File: src/hdl/ntc_pkg.sv
package ntc_pkg;

  // register byte offsets
  localparam logic [7:0]  OFS_CTRL         = 8'h00;
  localparam logic [7:0]  OFS_TS_LATCH     = 8'h04;
  localparam logic [7:0]  OFS_TS_CLEAR     = 8'h08;
  localparam logic [7:0]  OFS_TS_SNAP_LO   = 8'h0c;
  localparam logic [7:0]  OFS_TS_SNAP_HI   = 8'h10;
  localparam logic [7:0]  OFS_TS_RATE      = 8'h14;
  localparam logic [7:0]  OFS_KA_TMO       = 8'h18;
  localparam logic [7:0]  OFS_DISC_MAX     = 8'h1c;
  localparam logic [7:0]  OFS_MSG_TMO      = 8'h20;
  localparam logic [7:0]  OFS_MSG_RETRY    = 8'h24;
  localparam logic [7:0]  OFS_MSG_DEST_IP  = 8'h28;
  localparam logic [7:0]  OFS_MSG_HOST_PRT = 8'h2c;
  localparam logic [7:0]  OFS_MSG_SRC_PRT  = 8'h30;
  localparam logic [7:0]  OFS_STR_DEST_IP  = 8'h34;
  localparam logic [7:0]  OFS_STR_HOST_PRT = 8'h38;
  localparam logic [7:0]  OFS_STR_SRC_PRT  = 8'h3c;
  localparam logic [7:0]  OFS_STR_PKT      = 8'h40;
  localparam logic [7:0]  OFS_PKT_GAP      = 8'h44;
  localparam logic [7:0]  OFS_FRM_GAP      = 8'h48;
  localparam logic [7:0]  OFS_PRIV         = 8'h4c;
  localparam logic [7:0]  OFS_CTL_PORT     = 8'h50;
  localparam logic [7:0]  OFS_CTL_IP       = 8'h54;
  localparam logic [7:0]  OFS_STORED_IP    = 8'h58;
  localparam logic [7:0]  OFS_STORED_MASK  = 8'h5c;
  localparam logic [7:0]  OFS_STORED_GW    = 8'h60;
  localparam logic [7:0]  OFS_CUR_IP       = 8'h64;
  localparam logic [7:0]  OFS_CUR_MASK     = 8'h68;
  localparam logic [7:0]  OFS_CUR_GW       = 8'h6c;
  localparam logic [7:0]  OFS_IP_CFG_STATE = 8'h70;
  localparam logic [7:0]  OFS_DEV_INFO     = 8'h74;
  localparam logic [7:0]  OFS_PAYLOAD      = 8'h78;
  localparam logic [7:0]  OFS_LINK_RATE    = 8'h7c;
  localparam logic [7:0]  OFS_HW_ADDR_LO   = 8'h80;
  localparam logic [7:0]  OFS_HW_ADDR_HI   = 8'h84;

  // control register bit positions
  localparam int          CB_KA_OFF        = 0;
  localparam int          CB_PROBE         = 1;
  localparam int          CB_NO_FRAG       = 2;
  localparam int          CB_PIX_MSB       = 3;
  localparam int          CB_LLA           = 4;
  localparam int          CB_DHCP          = 5;
  localparam int          CB_STORED        = 6;

  // reset values and limits
  localparam logic [31:0] KA_TMO_RST       = 32'h0000_0bb8; // 3000 ms
  localparam logic [31:0] DISC_MAX_RST     = 32'h0000_0032; // 50 ms
  localparam logic [31:0] DISC_MAX_LIM     = 32'h0000_03e8; // 1000 ms
  localparam logic [31:0] MSG_TMO_RST      = 32'h0000_012c; // 300 ms
  localparam logic [31:0] MSG_RETRY_RST    = 32'h0000_0002;
  localparam logic [31:0] PKT_RST          = 32'h0000_05dc; // 1500 bytes
  localparam logic [31:0] PKT_MIN          = 32'h0000_0048; // 72 bytes
  localparam logic [31:0] PKT_MAX          = 32'h0000_3fec; // 16364 bytes
  localparam logic [15:0] LFSR_SEED        = 16'hace1;

  // timing
  localparam logic [31:0] CLK_HZ           = 32'h0131_2d00; // 20 MHz
  localparam logic [31:0] CLK_PERIOD_NS    = 32'h0000_0032; // 50 ns
  localparam logic [31:0] TS_RATE_HZ       = 32'h000f_4240; // 1 MHz
  localparam int          TS_DIV           = int'(CLK_HZ / TS_RATE_HZ);
  localparam logic [31:0] MS_NS            = 32'h000f_4240; // 1 ms in ns
  localparam int          MS_CYCLES        = int'(MS_NS / CLK_PERIOD_NS);

  // bus responses
  localparam logic [1:0]  RESP_OKAY        = 2'h0;
  localparam logic [1:0]  RESP_SLVERR      = 2'h2;

  typedef enum logic [1:0] {
    MONITOR_ONLY_LEVEL   = 2'h0,
    SOLE_CONTROL_LEVEL   = 2'h1,
    SHARED_CONTROL_LEVEL = 2'h2
  } ntc_priv_t;

  typedef enum logic [1:0] {
    MSG_IDLE = 2'b01,
    MSG_WAIT = 2'b10
  } ntc_msg_t;

endpackage

File: src/hdl/ntc_top.sv
// What this block does
// - latch command copies the live timestamp counter into the snapshot
// - clear command restarts the timestamp counter from zero
// - snapshot is 64 bits wide and read-only
// - tick rate of the timestamp counter is readable in hertz
// - keepalive timeout in ms, full 32-bit range, resets to 3000
// - keepalive off flag stops heartbeat supervision
// - discovery reply delayed randomly up to a max of 0..1000 ms, default 50
// - message channel waits a writable timeout, default 300 ms, for ack
// - unacked message resent up to a writable retry count, default 2
// - host sets message destination ip and port; source port read-only
// - stream goes to host-set ip and port; own source port read-only
// - probe flag true makes the stream send a test packet
// - writable flag drives the no-fragment bit of stream packets
// - writable flag picks big or little endian pixel order
// - stream packet size in bytes follows the writable setting
// - writable idle gap inserted between stream packets
// - separate writable gap between frames, on top of the packet gap
// - host writes privilege; controller port and ip recorded, read-only
// - three address mode enables, stored ip/mask/gw, current values readable
// - register space endianness readable
// - image payload size and channel counts readable
// - link rate, interface count and hardware address readable
// - packet size accepts 72..16364 and resets to 1500
// - privilege encodes monitor only, sole control and shared control
//
// The implementer's own choices: the AXI4-Lite register port and the placing of the registers.
module ntc_top
  import ntc_pkg::*;
#(
  parameter int          MS_CYC         = MS_CYCLES,
  parameter logic [15:0] MSG_SRC_PORT   = 16'hc000,
  parameter logic [15:0] STR_SRC_PORT   = 16'hc001,
  parameter logic [7:0]  MSG_CHAN_NUM   = 8'h01,
  parameter logic [7:0]  STR_CHAN_NUM   = 8'h01,
  parameter logic [7:0]  IFC_NUM        = 8'h01,
  parameter logic        REGSPACE_MSB   = 1'b1
) (
  // clock and reset
  input  wire logic        clk,
  input  wire logic        rst,
  // axi4-lite slave
  input  wire logic [7:0]  s_axi_awaddr,
  input  wire logic        s_axi_awvalid,
  output logic             s_axi_awready,
  input  wire logic [31:0] s_axi_wdata,
  input  wire logic [3:0]  s_axi_wstrb,
  input  wire logic        s_axi_wvalid,
  output logic             s_axi_wready,
  output logic [1:0]       s_axi_bresp,
  output logic             s_axi_bvalid,
  input  wire logic        s_axi_bready,
  input  wire logic [7:0]  s_axi_araddr,
  input  wire logic        s_axi_arvalid,
  output logic             s_axi_arready,
  output logic [31:0]      s_axi_rdata,
  output logic [1:0]       s_axi_rresp,
  output logic             s_axi_rvalid,
  input  wire logic        s_axi_rready,
  // device state shown to software
  input  wire logic [31:0] curIp,
  input  wire logic [31:0] curMask,
  input  wire logic [31:0] curGw,
  input  wire logic [31:0] ipCfgState,
  input  wire logic [31:0] imagePayloadBytes,
  input  wire logic [31:0] negotiatedRate,
  input  wire logic [47:0] hwNetAddress,
  // control channel events
  input  wire logic        ctrlOpen,
  input  wire logic [15:0] ctrlPortIn,
  input  wire logic [31:0] ctrlIpIn,
  input  wire logic        heartbeatSeen,
  input  wire logic        discoverReq,
  output logic             keepaliveLapse,
  output logic             discoverReplyGo,
  output logic [1:0]       controlPrivilege,
  // message channel
  input  wire logic        msgSent,
  input  wire logic        msgAck,
  output logic             msgResend,
  output logic             msgGiveUp,
  output logic [31:0]      msgChanDestIp,
  output logic [15:0]      msgChanHostPort,
  // stream channel
  input  wire logic        pktDone,
  input  wire logic        frameDone,
  output logic             streamHold,
  output logic [31:0]      streamDestIp,
  output logic [15:0]      streamHostPort,
  output logic [15:0]      streamPacketBytes,
  output logic             streamProbePacketEn,
  output logic             streamNoFrag,
  output logic             streamPixelMsbFirst,
  // address configuration
  output logic             linkLocalCfgEn,
  output logic             dynamicCfgEn,
  output logic             storedCfgEn,
  output logic [31:0]      storedIp,
  output logic [31:0]      storedMask,
  output logic [31:0]      storedGw
);

  // byte-lane merge of a write into an old value
  function automatic logic [31:0] merge(input logic [31:0] old, input logic [31:0] nw,
                                        input logic [3:0] strb);
    logic [31:0] r;
    r = old;
    for (int i = 0; i < 4; i++) begin
      if (strb[i]) begin
        r[i*8 +: 8] = nw[i*8 +: 8];
      end
    end
    return r;
  endfunction

  // address decode shared by read and write paths
  function automatic logic isMapped(input logic [7:0] a);
    return (a[1:0] == 2'h0) && (a <= OFS_HW_ADDR_HI);
  endfunction

  logic [7:0]  awAddrQ;
  logic [3:0]  wStrbQ;
  logic        wrFire, keepaliveOff, tsTick, msTick, ctrlActive, discBusy;
  logic [15:0] tsPre, ctrlPort, lfsr;
  logic [26:0] discProd;
  logic [31:0] wDataQ, rdMux, kaTimeout, discMax, msgTimeout, msgRetry, pktGap, frmGap, msPre, ctrlIp;
  logic [31:0] kaCount, discCount, msgTimer, msgTries, candDisc, candPkt, candPriv;
  logic [32:0] gapCount, next_gapCount;
  logic [63:0] tsCount, tsSnap;
  ntc_msg_t    msgState;

  // both channels latched before the write commits; no stall on ordering
  assign wrFire = !s_axi_awready && !s_axi_wready && !s_axi_bvalid;

  // write address, data and response channels
  always_ff @(posedge clk or posedge rst) begin
    if (rst) begin
      s_axi_awready <= 1'b1;
      s_axi_wready  <= 1'b1;
      s_axi_bvalid  <= 1'b0;
      s_axi_bresp   <= RESP_OKAY;
      awAddrQ       <= 8'h00;
      wDataQ        <= 32'h0000_0000;
      wStrbQ        <= 4'h0;
    end else begin
      if (s_axi_awvalid && s_axi_awready) begin
        awAddrQ       <= s_axi_awaddr;
        s_axi_awready <= 1'b0;
      end
      if (s_axi_wvalid && s_axi_wready) begin
        wDataQ       <= s_axi_wdata;
        wStrbQ       <= s_axi_wstrb;
        s_axi_wready <= 1'b0;
      end
      if (wrFire) begin
        s_axi_bvalid <= 1'b1;
        s_axi_bresp  <= isMapped(awAddrQ) ? RESP_OKAY : RESP_SLVERR;
      end
      if (s_axi_bvalid && s_axi_bready) begin
        s_axi_bvalid  <= 1'b0;
        s_axi_awready <= 1'b1;
        s_axi_wready  <= 1'b1;
      end
    end
  end

  // bounded fields: an out-of-range write leaves the old value
  assign candDisc = merge(discMax, wDataQ, wStrbQ);
  assign candPkt  = merge({16'h0000, streamPacketBytes}, wDataQ, wStrbQ);
  assign candPriv = merge({30'h0, controlPrivilege}, wDataQ, wStrbQ);

  // software-writable configuration
  always_ff @(posedge clk or posedge rst) begin
    if (rst) begin
      keepaliveOff        <= 1'b0;
      streamProbePacketEn <= 1'b0;
      streamNoFrag        <= 1'b0;
      streamPixelMsbFirst <= 1'b0;
      linkLocalCfgEn      <= 1'b0;
      dynamicCfgEn        <= 1'b0;
      storedCfgEn         <= 1'b0;
      kaTimeout           <= KA_TMO_RST;
      discMax             <= DISC_MAX_RST;
      msgTimeout          <= MSG_TMO_RST;
      msgRetry            <= MSG_RETRY_RST;
      msgChanDestIp       <= 32'h0000_0000;
      msgChanHostPort     <= 16'h0000;
      streamDestIp        <= 32'h0000_0000;
      streamHostPort      <= 16'h0000;
      streamPacketBytes   <= PKT_RST[15:0];
      pktGap              <= 32'h0000_0000;
      frmGap              <= 32'h0000_0000;
      controlPrivilege    <= SOLE_CONTROL_LEVEL;
      storedIp            <= 32'h0000_0000;
      storedMask          <= 32'h0000_0000;
      storedGw            <= 32'h0000_0000;
    end else if (wrFire) begin
      case (awAddrQ)
        OFS_CTRL: if (wStrbQ[0]) begin
          keepaliveOff        <= wDataQ[CB_KA_OFF];
          streamProbePacketEn <= wDataQ[CB_PROBE];
          streamNoFrag        <= wDataQ[CB_NO_FRAG];
          streamPixelMsbFirst <= wDataQ[CB_PIX_MSB];
          linkLocalCfgEn      <= wDataQ[CB_LLA];
          dynamicCfgEn        <= wDataQ[CB_DHCP];
          storedCfgEn         <= wDataQ[CB_STORED];
        end
        OFS_KA_TMO:       kaTimeout <= merge(kaTimeout, wDataQ, wStrbQ);
        OFS_DISC_MAX:     if (candDisc <= DISC_MAX_LIM) discMax <= candDisc;
        OFS_MSG_TMO:      msgTimeout <= merge(msgTimeout, wDataQ, wStrbQ);
        OFS_MSG_RETRY:    msgRetry <= merge(msgRetry, wDataQ, wStrbQ);
        OFS_MSG_DEST_IP:  msgChanDestIp <= merge(msgChanDestIp, wDataQ, wStrbQ);
        OFS_MSG_HOST_PRT: msgChanHostPort <= wStrbQ[1:0] == 2'h3 ? wDataQ[15:0] : msgChanHostPort;
        OFS_STR_DEST_IP:  streamDestIp <= merge(streamDestIp, wDataQ, wStrbQ);
        OFS_STR_HOST_PRT: streamHostPort <= wStrbQ[1:0] == 2'h3 ? wDataQ[15:0] : streamHostPort;
        OFS_STR_PKT: begin
          if (candPkt >= PKT_MIN && candPkt <= PKT_MAX) begin
            streamPacketBytes <= candPkt[15:0];
          end
        end
        OFS_PKT_GAP:      pktGap <= merge(pktGap, wDataQ, wStrbQ);
        OFS_FRM_GAP:      frmGap <= merge(frmGap, wDataQ, wStrbQ);
        OFS_PRIV: begin
          // undefined code 3 is dropped so the field stays one of three levels
          if (candPriv <= 32'(SHARED_CONTROL_LEVEL)) begin
            controlPrivilege <= candPriv[1:0];
          end
        end
        OFS_STORED_IP:    storedIp <= merge(storedIp, wDataQ, wStrbQ);
        OFS_STORED_MASK:  storedMask <= merge(storedMask, wDataQ, wStrbQ);
        OFS_STORED_GW:    storedGw <= merge(storedGw, wDataQ, wStrbQ);
        default: ;
      endcase
    end
  end

  // timestamp prescaler and ms tick
  assign tsTick = tsPre == 16'(TS_DIV - 1);
  assign msTick = msPre == 32'(MS_CYC - 1);
  always_ff @(posedge clk or posedge rst) begin
    if (rst) begin
      tsPre <= 16'h0000;
      msPre <= 32'h0000_0000;
    end else begin
      tsPre <= tsTick ? 16'h0000 : tsPre + 16'h0001;
      msPre <= msTick ? 32'h0000_0000 : msPre + 32'h0000_0001;
    end
  end

  // timestamp counter; clear wins over a tick in the same cycle
  always_ff @(posedge clk or posedge rst) begin
    if (rst) begin
      tsCount <= 64'h0;
      tsSnap  <= 64'h0;
    end else begin
      if (wrFire && awAddrQ == OFS_TS_CLEAR) begin
        tsCount <= 64'h0;
      end else if (tsTick) begin
        tsCount <= tsCount + 64'h1;
      end
      if (wrFire && awAddrQ == OFS_TS_LATCH) begin
        tsSnap <= tsCount;
      end
    end
  end

  // controller record and keepalive supervision
  always_ff @(posedge clk or posedge rst) begin
    if (rst) begin
      ctrlPort       <= 16'h0000;
      ctrlIp         <= 32'h0000_0000;
      ctrlActive     <= 1'b0;
      kaCount        <= 32'h0000_0000;
      keepaliveLapse <= 1'b0;
    end else begin
      keepaliveLapse <= 1'b0;
      if (ctrlOpen) begin
        ctrlPort   <= ctrlPortIn;
        ctrlIp     <= ctrlIpIn;
        ctrlActive <= 1'b1;
        kaCount    <= 32'h0000_0000;
      end else if (heartbeatSeen || keepaliveOff) begin
        kaCount <= 32'h0000_0000;
      end else if (ctrlActive && msTick) begin
        if (kaCount >= kaTimeout) begin
          // lost controller: forget it so another host can take over
          keepaliveLapse <= 1'b1;
          ctrlActive     <= 1'b0;
          ctrlPort       <= 16'h0000;
          ctrlIp         <= 32'h0000_0000;
        end else begin
          kaCount <= kaCount + 32'h0000_0001;
        end
      end
    end
  end

  // random reply delay, scaled so it never exceeds the max
  assign discProd = lfsr * discMax[10:0];
  always_ff @(posedge clk or posedge rst) begin
    if (rst) begin
      lfsr            <= LFSR_SEED;
      discBusy        <= 1'b0;
      discCount       <= 32'h0000_0000;
      discoverReplyGo <= 1'b0;
    end else begin
      lfsr            <= {lfsr[14:0], lfsr[15] ^ lfsr[13] ^ lfsr[12] ^ lfsr[10]};
      discoverReplyGo <= 1'b0;
      if (discoverReq && !discBusy) begin
        discBusy  <= 1'b1;
        discCount <= {21'h0, discProd[26:16]};
      end else if (discBusy && msTick) begin
        if (discCount == 32'h0000_0000) begin
          discBusy        <= 1'b0;
          discoverReplyGo <= 1'b1;
        end else begin
          discCount <= discCount - 32'h0000_0001;
        end
      end
    end
  end

  // message ack wait and retries
  always_ff @(posedge clk or posedge rst) begin
    if (rst) begin
      msgState  <= MSG_IDLE;
      msgTimer  <= 32'h0000_0000;
      msgTries  <= 32'h0000_0000;
      msgResend <= 1'b0;
      msgGiveUp <= 1'b0;
    end else begin
      msgResend <= 1'b0;
      msgGiveUp <= 1'b0;
      case (msgState)
        MSG_IDLE: begin
          if (msgSent) begin
            msgState <= MSG_WAIT;
            msgTimer <= 32'h0000_0000;
            msgTries <= 32'h0000_0000;
          end
        end
        MSG_WAIT: begin
          if (msgAck) begin
            msgState <= MSG_IDLE;
          end else if (msTick) begin
            if (msgTimer < msgTimeout) begin
              msgTimer <= msgTimer + 32'h0000_0001;
            end else if (msgTries < msgRetry) begin
              msgResend <= 1'b1;
              msgTries  <= msgTries + 32'h0000_0001;
              msgTimer  <= 32'h0000_0000;
            end else begin
              msgGiveUp <= 1'b1;
              msgState  <= MSG_IDLE;
            end
          end
        end
        default: msgState <= MSG_IDLE;
      endcase
    end
  end

  // stream pacing: frame gap stacks on the packet gap, in clk cycles
  always_comb begin
    next_gapCount = gapCount;
    if (frameDone) begin
      next_gapCount = {1'b0, pktGap} + {1'b0, frmGap};
    end else if (pktDone) begin
      next_gapCount = {1'b0, pktGap};
    end else if (gapCount != 33'h0) begin
      next_gapCount = gapCount - 33'h1;
    end
  end

  always_ff @(posedge clk or posedge rst) begin
    if (rst) begin
      gapCount   <= 33'h0;
      streamHold <= 1'b0;
    end else begin
      gapCount   <= next_gapCount;
      streamHold <= next_gapCount != 33'h0;
    end
  end

  // read mux; reads have no side effects
  always_comb begin
    rdMux = 32'h0000_0000;
    case (s_axi_araddr)
      OFS_CTRL:         rdMux = {25'h0, storedCfgEn, dynamicCfgEn, linkLocalCfgEn,
                                 streamPixelMsbFirst, streamNoFrag, streamProbePacketEn, keepaliveOff};
      OFS_TS_SNAP_LO:   rdMux = tsSnap[31:0];
      OFS_TS_SNAP_HI:   rdMux = tsSnap[63:32];
      OFS_TS_RATE:      rdMux = TS_RATE_HZ;
      OFS_KA_TMO:       rdMux = kaTimeout;
      OFS_DISC_MAX:     rdMux = discMax;
      OFS_MSG_TMO:      rdMux = msgTimeout;
      OFS_MSG_RETRY:    rdMux = msgRetry;
      OFS_MSG_DEST_IP:  rdMux = msgChanDestIp;
      OFS_MSG_HOST_PRT: rdMux = {16'h0000, msgChanHostPort};
      OFS_MSG_SRC_PRT:  rdMux = {16'h0000, MSG_SRC_PORT};
      OFS_STR_DEST_IP:  rdMux = streamDestIp;
      OFS_STR_HOST_PRT: rdMux = {16'h0000, streamHostPort};
      OFS_STR_SRC_PRT:  rdMux = {16'h0000, STR_SRC_PORT};
      OFS_STR_PKT:      rdMux = {16'h0000, streamPacketBytes};
      OFS_PKT_GAP:      rdMux = pktGap;
      OFS_FRM_GAP:      rdMux = frmGap;
      OFS_PRIV:         rdMux = {30'h0, controlPrivilege};
      OFS_CTL_PORT:     rdMux = {16'h0000, ctrlPort};
      OFS_CTL_IP:       rdMux = ctrlIp;
      OFS_STORED_IP:    rdMux = storedIp;
      OFS_STORED_MASK:  rdMux = storedMask;
      OFS_STORED_GW:    rdMux = storedGw;
      OFS_CUR_IP:       rdMux = curIp;
      OFS_CUR_MASK:     rdMux = curMask;
      OFS_CUR_GW:       rdMux = curGw;
      OFS_IP_CFG_STATE: rdMux = ipCfgState;
      OFS_DEV_INFO:     rdMux = {IFC_NUM, STR_CHAN_NUM, MSG_CHAN_NUM, 7'h0, REGSPACE_MSB};
      OFS_PAYLOAD:      rdMux = imagePayloadBytes;
      OFS_LINK_RATE:    rdMux = negotiatedRate;
      OFS_HW_ADDR_LO:   rdMux = hwNetAddress[31:0];
      OFS_HW_ADDR_HI:   rdMux = {16'h0000, hwNetAddress[47:32]};
      default:          rdMux = 32'h0000_0000;
    endcase
  end

  // read address and data channels
  always_ff @(posedge clk or posedge rst) begin
    if (rst) begin
      s_axi_arready <= 1'b1;
      s_axi_rvalid  <= 1'b0;
      s_axi_rdata   <= 32'h0000_0000;
      s_axi_rresp   <= RESP_OKAY;
    end else begin
      if (s_axi_arvalid && s_axi_arready) begin
        s_axi_arready <= 1'b0;
        s_axi_rvalid  <= 1'b1;
        s_axi_rdata   <= rdMux;
        s_axi_rresp   <= isMapped(s_axi_araddr) ? RESP_OKAY : RESP_SLVERR;
      end else if (s_axi_rvalid && s_axi_rready) begin
        s_axi_rvalid  <= 1'b0;
        s_axi_arready <= 1'b1;
      end
    end
  end

endmodule // ntc_top

File: config.mk
export PLATFORM = sky130hd
export DESIGN_NAME = ntc_top
export DESIGN_NICKNAME = d
export VERILOG_FILES = /design/src/hdl/ntc_pkg.sv /design/src/hdl/ntc_top.sv
export SDC_FILE = /design/constraint.sdc
export NUM_CORES = 2
export LEC_CHECK = 0
export BUFFER_PORTS_ARGS = -buffer_cell sky130_fd_sc_hd__buf_2
export CAP_MARGIN = 20
export CORE_AREA = 2 2 431 304
export CTS_BUF_LIST = sky130_fd_sc_hd__clkbuf_2 sky130_fd_sc_hd__clkbuf_4 sky130_fd_sc_hd__clkbuf_8
export DETAILED_ROUTE_END_ITERATION = 8
export DIE_AREA = 0 0 433 306
export PLACE_DENSITY = 0.67
export SKIP_CTS_REPAIR_TIMING = 1
export SYNTH_ARGS = -nofsm -noshare
export SYNTH_HDL_FRONTEND = slang
export SYNTH_SLANG_ARGS = --single-unit
File: constraint.sdc
create_clock -name clk -period 43.9 [get_ports clk]
set_clock_uncertainty 0.05 [all_clocks]
set_input_delay 8.78 -clock clk [delete_from_list [all_inputs] [get_ports clk]]
set_output_delay 8.78 -clock clk [all_outputs]
set_load 0.1 [all_outputs]
==> impl_metrics.toml <==
[finish]
fin_util = 0.465
drive_gt1_frac = 0.279
seq_area_sq_mm = 0.0226
top_regs = "tsCount: 64 flops, tsSnap: 64 flops, gapCount: 33 flops"
fin_nets = 6168
multiInputGateArea_sq_mm = 0.0266
areaGrowthSynthToFinish_pct = 16.6
fill_cells = 12000

[floorplanning]
core-area_sq_mm = 0.128
initial_core_util = 0.399
rows = 110
die_y_microns = 306
io_pins = 616
die-area_sq_mm = 0.132
die_w_microns = 433

[setup_path]
cpMostUsedCell = "or4_1"
cp.arrival_ns = 12.44
worstPathRequired_ns = 44.59
crit_type = "primary input to flip-flop"
crit_fanout = 48
crit_path_top_delay_cell = "clkinv_1"
crit_family = "simple AND/OR/NAND/NOR gates"
startpoint_type = "primary input"
crit_path_end_kind = "flip-flop"
cp_cell_sequence = "buf_2 > buf_4 > clkinv_1 > nand2_1 > o221ai_1 > or4_1 > or4_1 > nor4_2 > nand4b_1 > a2111o_1"
crit_buf_inv = 3
cp_slowest_stage_delay_ns = 0.75

[synth]
yosysTopAreaCellShare = 0.425
synth_common_cells = "dfrtp_1 (867), mux2_2 (491), nand2_1 (475)"
yosys.area.top_type = "dfrtp_1"
synth_area_leaders = "dfrtp_1 (42%), mux2_2 (11%), fa_1 (4.9%), ha_1 (4.8%), nand2_1 (3.5%)"
async_flop_share = 1.00
ys_dominant_reg_cell = "dfrtp_1"
synth.distinct_cells = 88
synth_edf_count = 0
synth_area_sq_mm = 0.0511
synth-seq-cells = 902
syn_avg_cell_area_sq_um = 10.4
synth_warnings = 0
synth.most_common_cell = "dfrtp_1"
syn_inst = 4907
seq_area_frac_synth = 0.443

[cts]
cts_tree = "yes"
cts-buffers-inserted = 151
ctsLongestPathBuffers = 3
cts_htree_levels = 4
clk_latency_ns = 0.88
clock-sinks = 902
cts_root_buffer = "clkbuf_8"
clkTransAtPathRegs_ns = 0.07

[sta]
finalMaxSlewViolations = 0
min_period_over_period = 0.268
max_slew_margin = 0.227
fmax_ghz = 0.0850
rsz0062_at_grt = "false"
setup_viol = 0
finalHoldViolations = 0
layout_min_cycle_time_ns = 11.76
finalHoldWorstSlack_ns = 0.417
setup_tns_ns = 0
tightest_slew_ns = 1.16

[place]
io_buffers = 613
gp_congestion = 1.03
hpwl_microns = 176000

[global_route]
grtUsageMet1 = 0.470
antenna_found_initial = 40
grt_pass1_wl_microns = 324000
gr-usage-met2 = 0.479
first_global_vias = 43400
busiest_layer = "met2"
grt_max_degree = 175
grt_overflow = 0
grtUsageMet3 = 0.108
grt_usage = 0.344

[run_status]
status = "complete, no violations"

[power_and_ir_drop]
leakage_uw = 0.0295
vdd_drop_max_uv = 32.4
finalPower_uw = 2610
powerDensity_mw_per_mm2 = 43.8

[routing]
drc = 0
via_count = 45300
vias_per_cell = 6.15
ant_nets = 0
drt-pass1-iter-count = 6
wl_per_cell_microns = 31.4
drt_iter0_drc = 6179
wl_microns = 231000

[job]
maxCapViolCount = 0

[hold_path]
hold_class = "flip-flop to flip-flop"
## worst paths after layout
kind | start | endpoint | slack [ns] | cells after the start
setup / recovery | frameDone | streamHold | 32.14 | 10
hold / removal | s_axi_rdata[12] | s_axi_rdata[12] | 0.42 | 2
setup reg to reg | discMax[3] | discCount[10] | 36.97 | 21
hold reg to reg | s_axi_rdata[12] | s_axi_rdata[12] | 0.42 | 2
max in group asynchronous | rst | msgTimer[27] | 32.43 | 5
min in group asynchronous | rst | awAddrQ[1] | 8.01 | 2
## worst register-to-register path: stages (launching register included)
cell and delay (ns):
dfrtp_1 0.95, nand2_1 0.19, fa_1 0.52, fa_1 0.52, inv_1 0.05, ha_1 0.31
fa_1 0.53, inv_1 0.05, fa_1 0.53, inv_1 0.04, ha_1 0.30, a211oi_1 0.24
o211ai_1 0.15, a221oi_1 0.65, a211oi_1 0.28, o31ai_1 0.44, a21oi_1 0.23, a31oi_1 0.28
inv_1 0.07, a21oi_1 0.18, xnor2_1 0.13, o21ai_0 0.09
## stage by stage
step,setup slack [ns],cell area (sq um),std cells
after global routing,31.89,59500,7360
after floorplan,9.77,51100,4908
after CTS,32.20,59500,7342
final,32.14,59500,7365
after global placement,31.31,56200,7072
after detailed placement,31.26,56200,7072
## power by group
part / switching (uW) / leakage, uW / internal (uW)
Sequential: 167 / 0.0122 / 916
Combinational: 512 / 0.0156 / 186
Clock: 379 / 0.00169 / 450
Total: 1060 / 0.0295 / 1550
## metal layers
layer / routed length (microns) / part of all wire
met5: 71 / 0.00031
met4: 14700 / 0.064
met3: 28100 / 0.12
met2: 95600 / 0.41
met1: 92800 / 0.40
## cell type report
type / count / share of cell area
Timing Repair Buffer: 698 / 0.0632
Clock buffer: 220 / 0.0466
Antenna cell: 19 / 0.000798
Tap cell: 1736 / 0.0365
Sequential cell: 902 / 0.380
Clock inverter: 50 / 0.00798
Inverter: 296 / 0.0188
Multi-Input combinational cell: 3444 / 0.446
## cells in the final DEF (no fill, tap or decap), types with 54 or more instances in the layout
master	count
a221oi_1	108
nand4_1	130
mux2_2	491
buf_4	79
inv_1	293
a21o_1	57
xnor2_1	86
nand2_1	473
a22oi_1	145
a22o_1	107
xor2_1	155
ha_1	196
o21ai_0	170
a21oi_1	131
and3_1	54
nor3_1	54
clkbuf_8	180
buf_2	612
and2_1	120
nor2_1	295
dfrtp_1	867
nand3_1	133
fa_1	125
## cell families (layout without fill, tap and decap cells)
kind of cell    Yosys count  in the layout  share of synthesized area
flops                   902            902                      0.443
xor+xnor                241            241                     0.0413
mux                     509            509                      0.112
other cells               1             21                  0.0000734
buf+inv                 562           1264                     0.0414
compound gates          876            876                      0.122
fa+ha+maj               321            321                     0.0970
simple gates           1495           1495                      0.144
No activity file was read; power rests on OpenSTA's default activity.
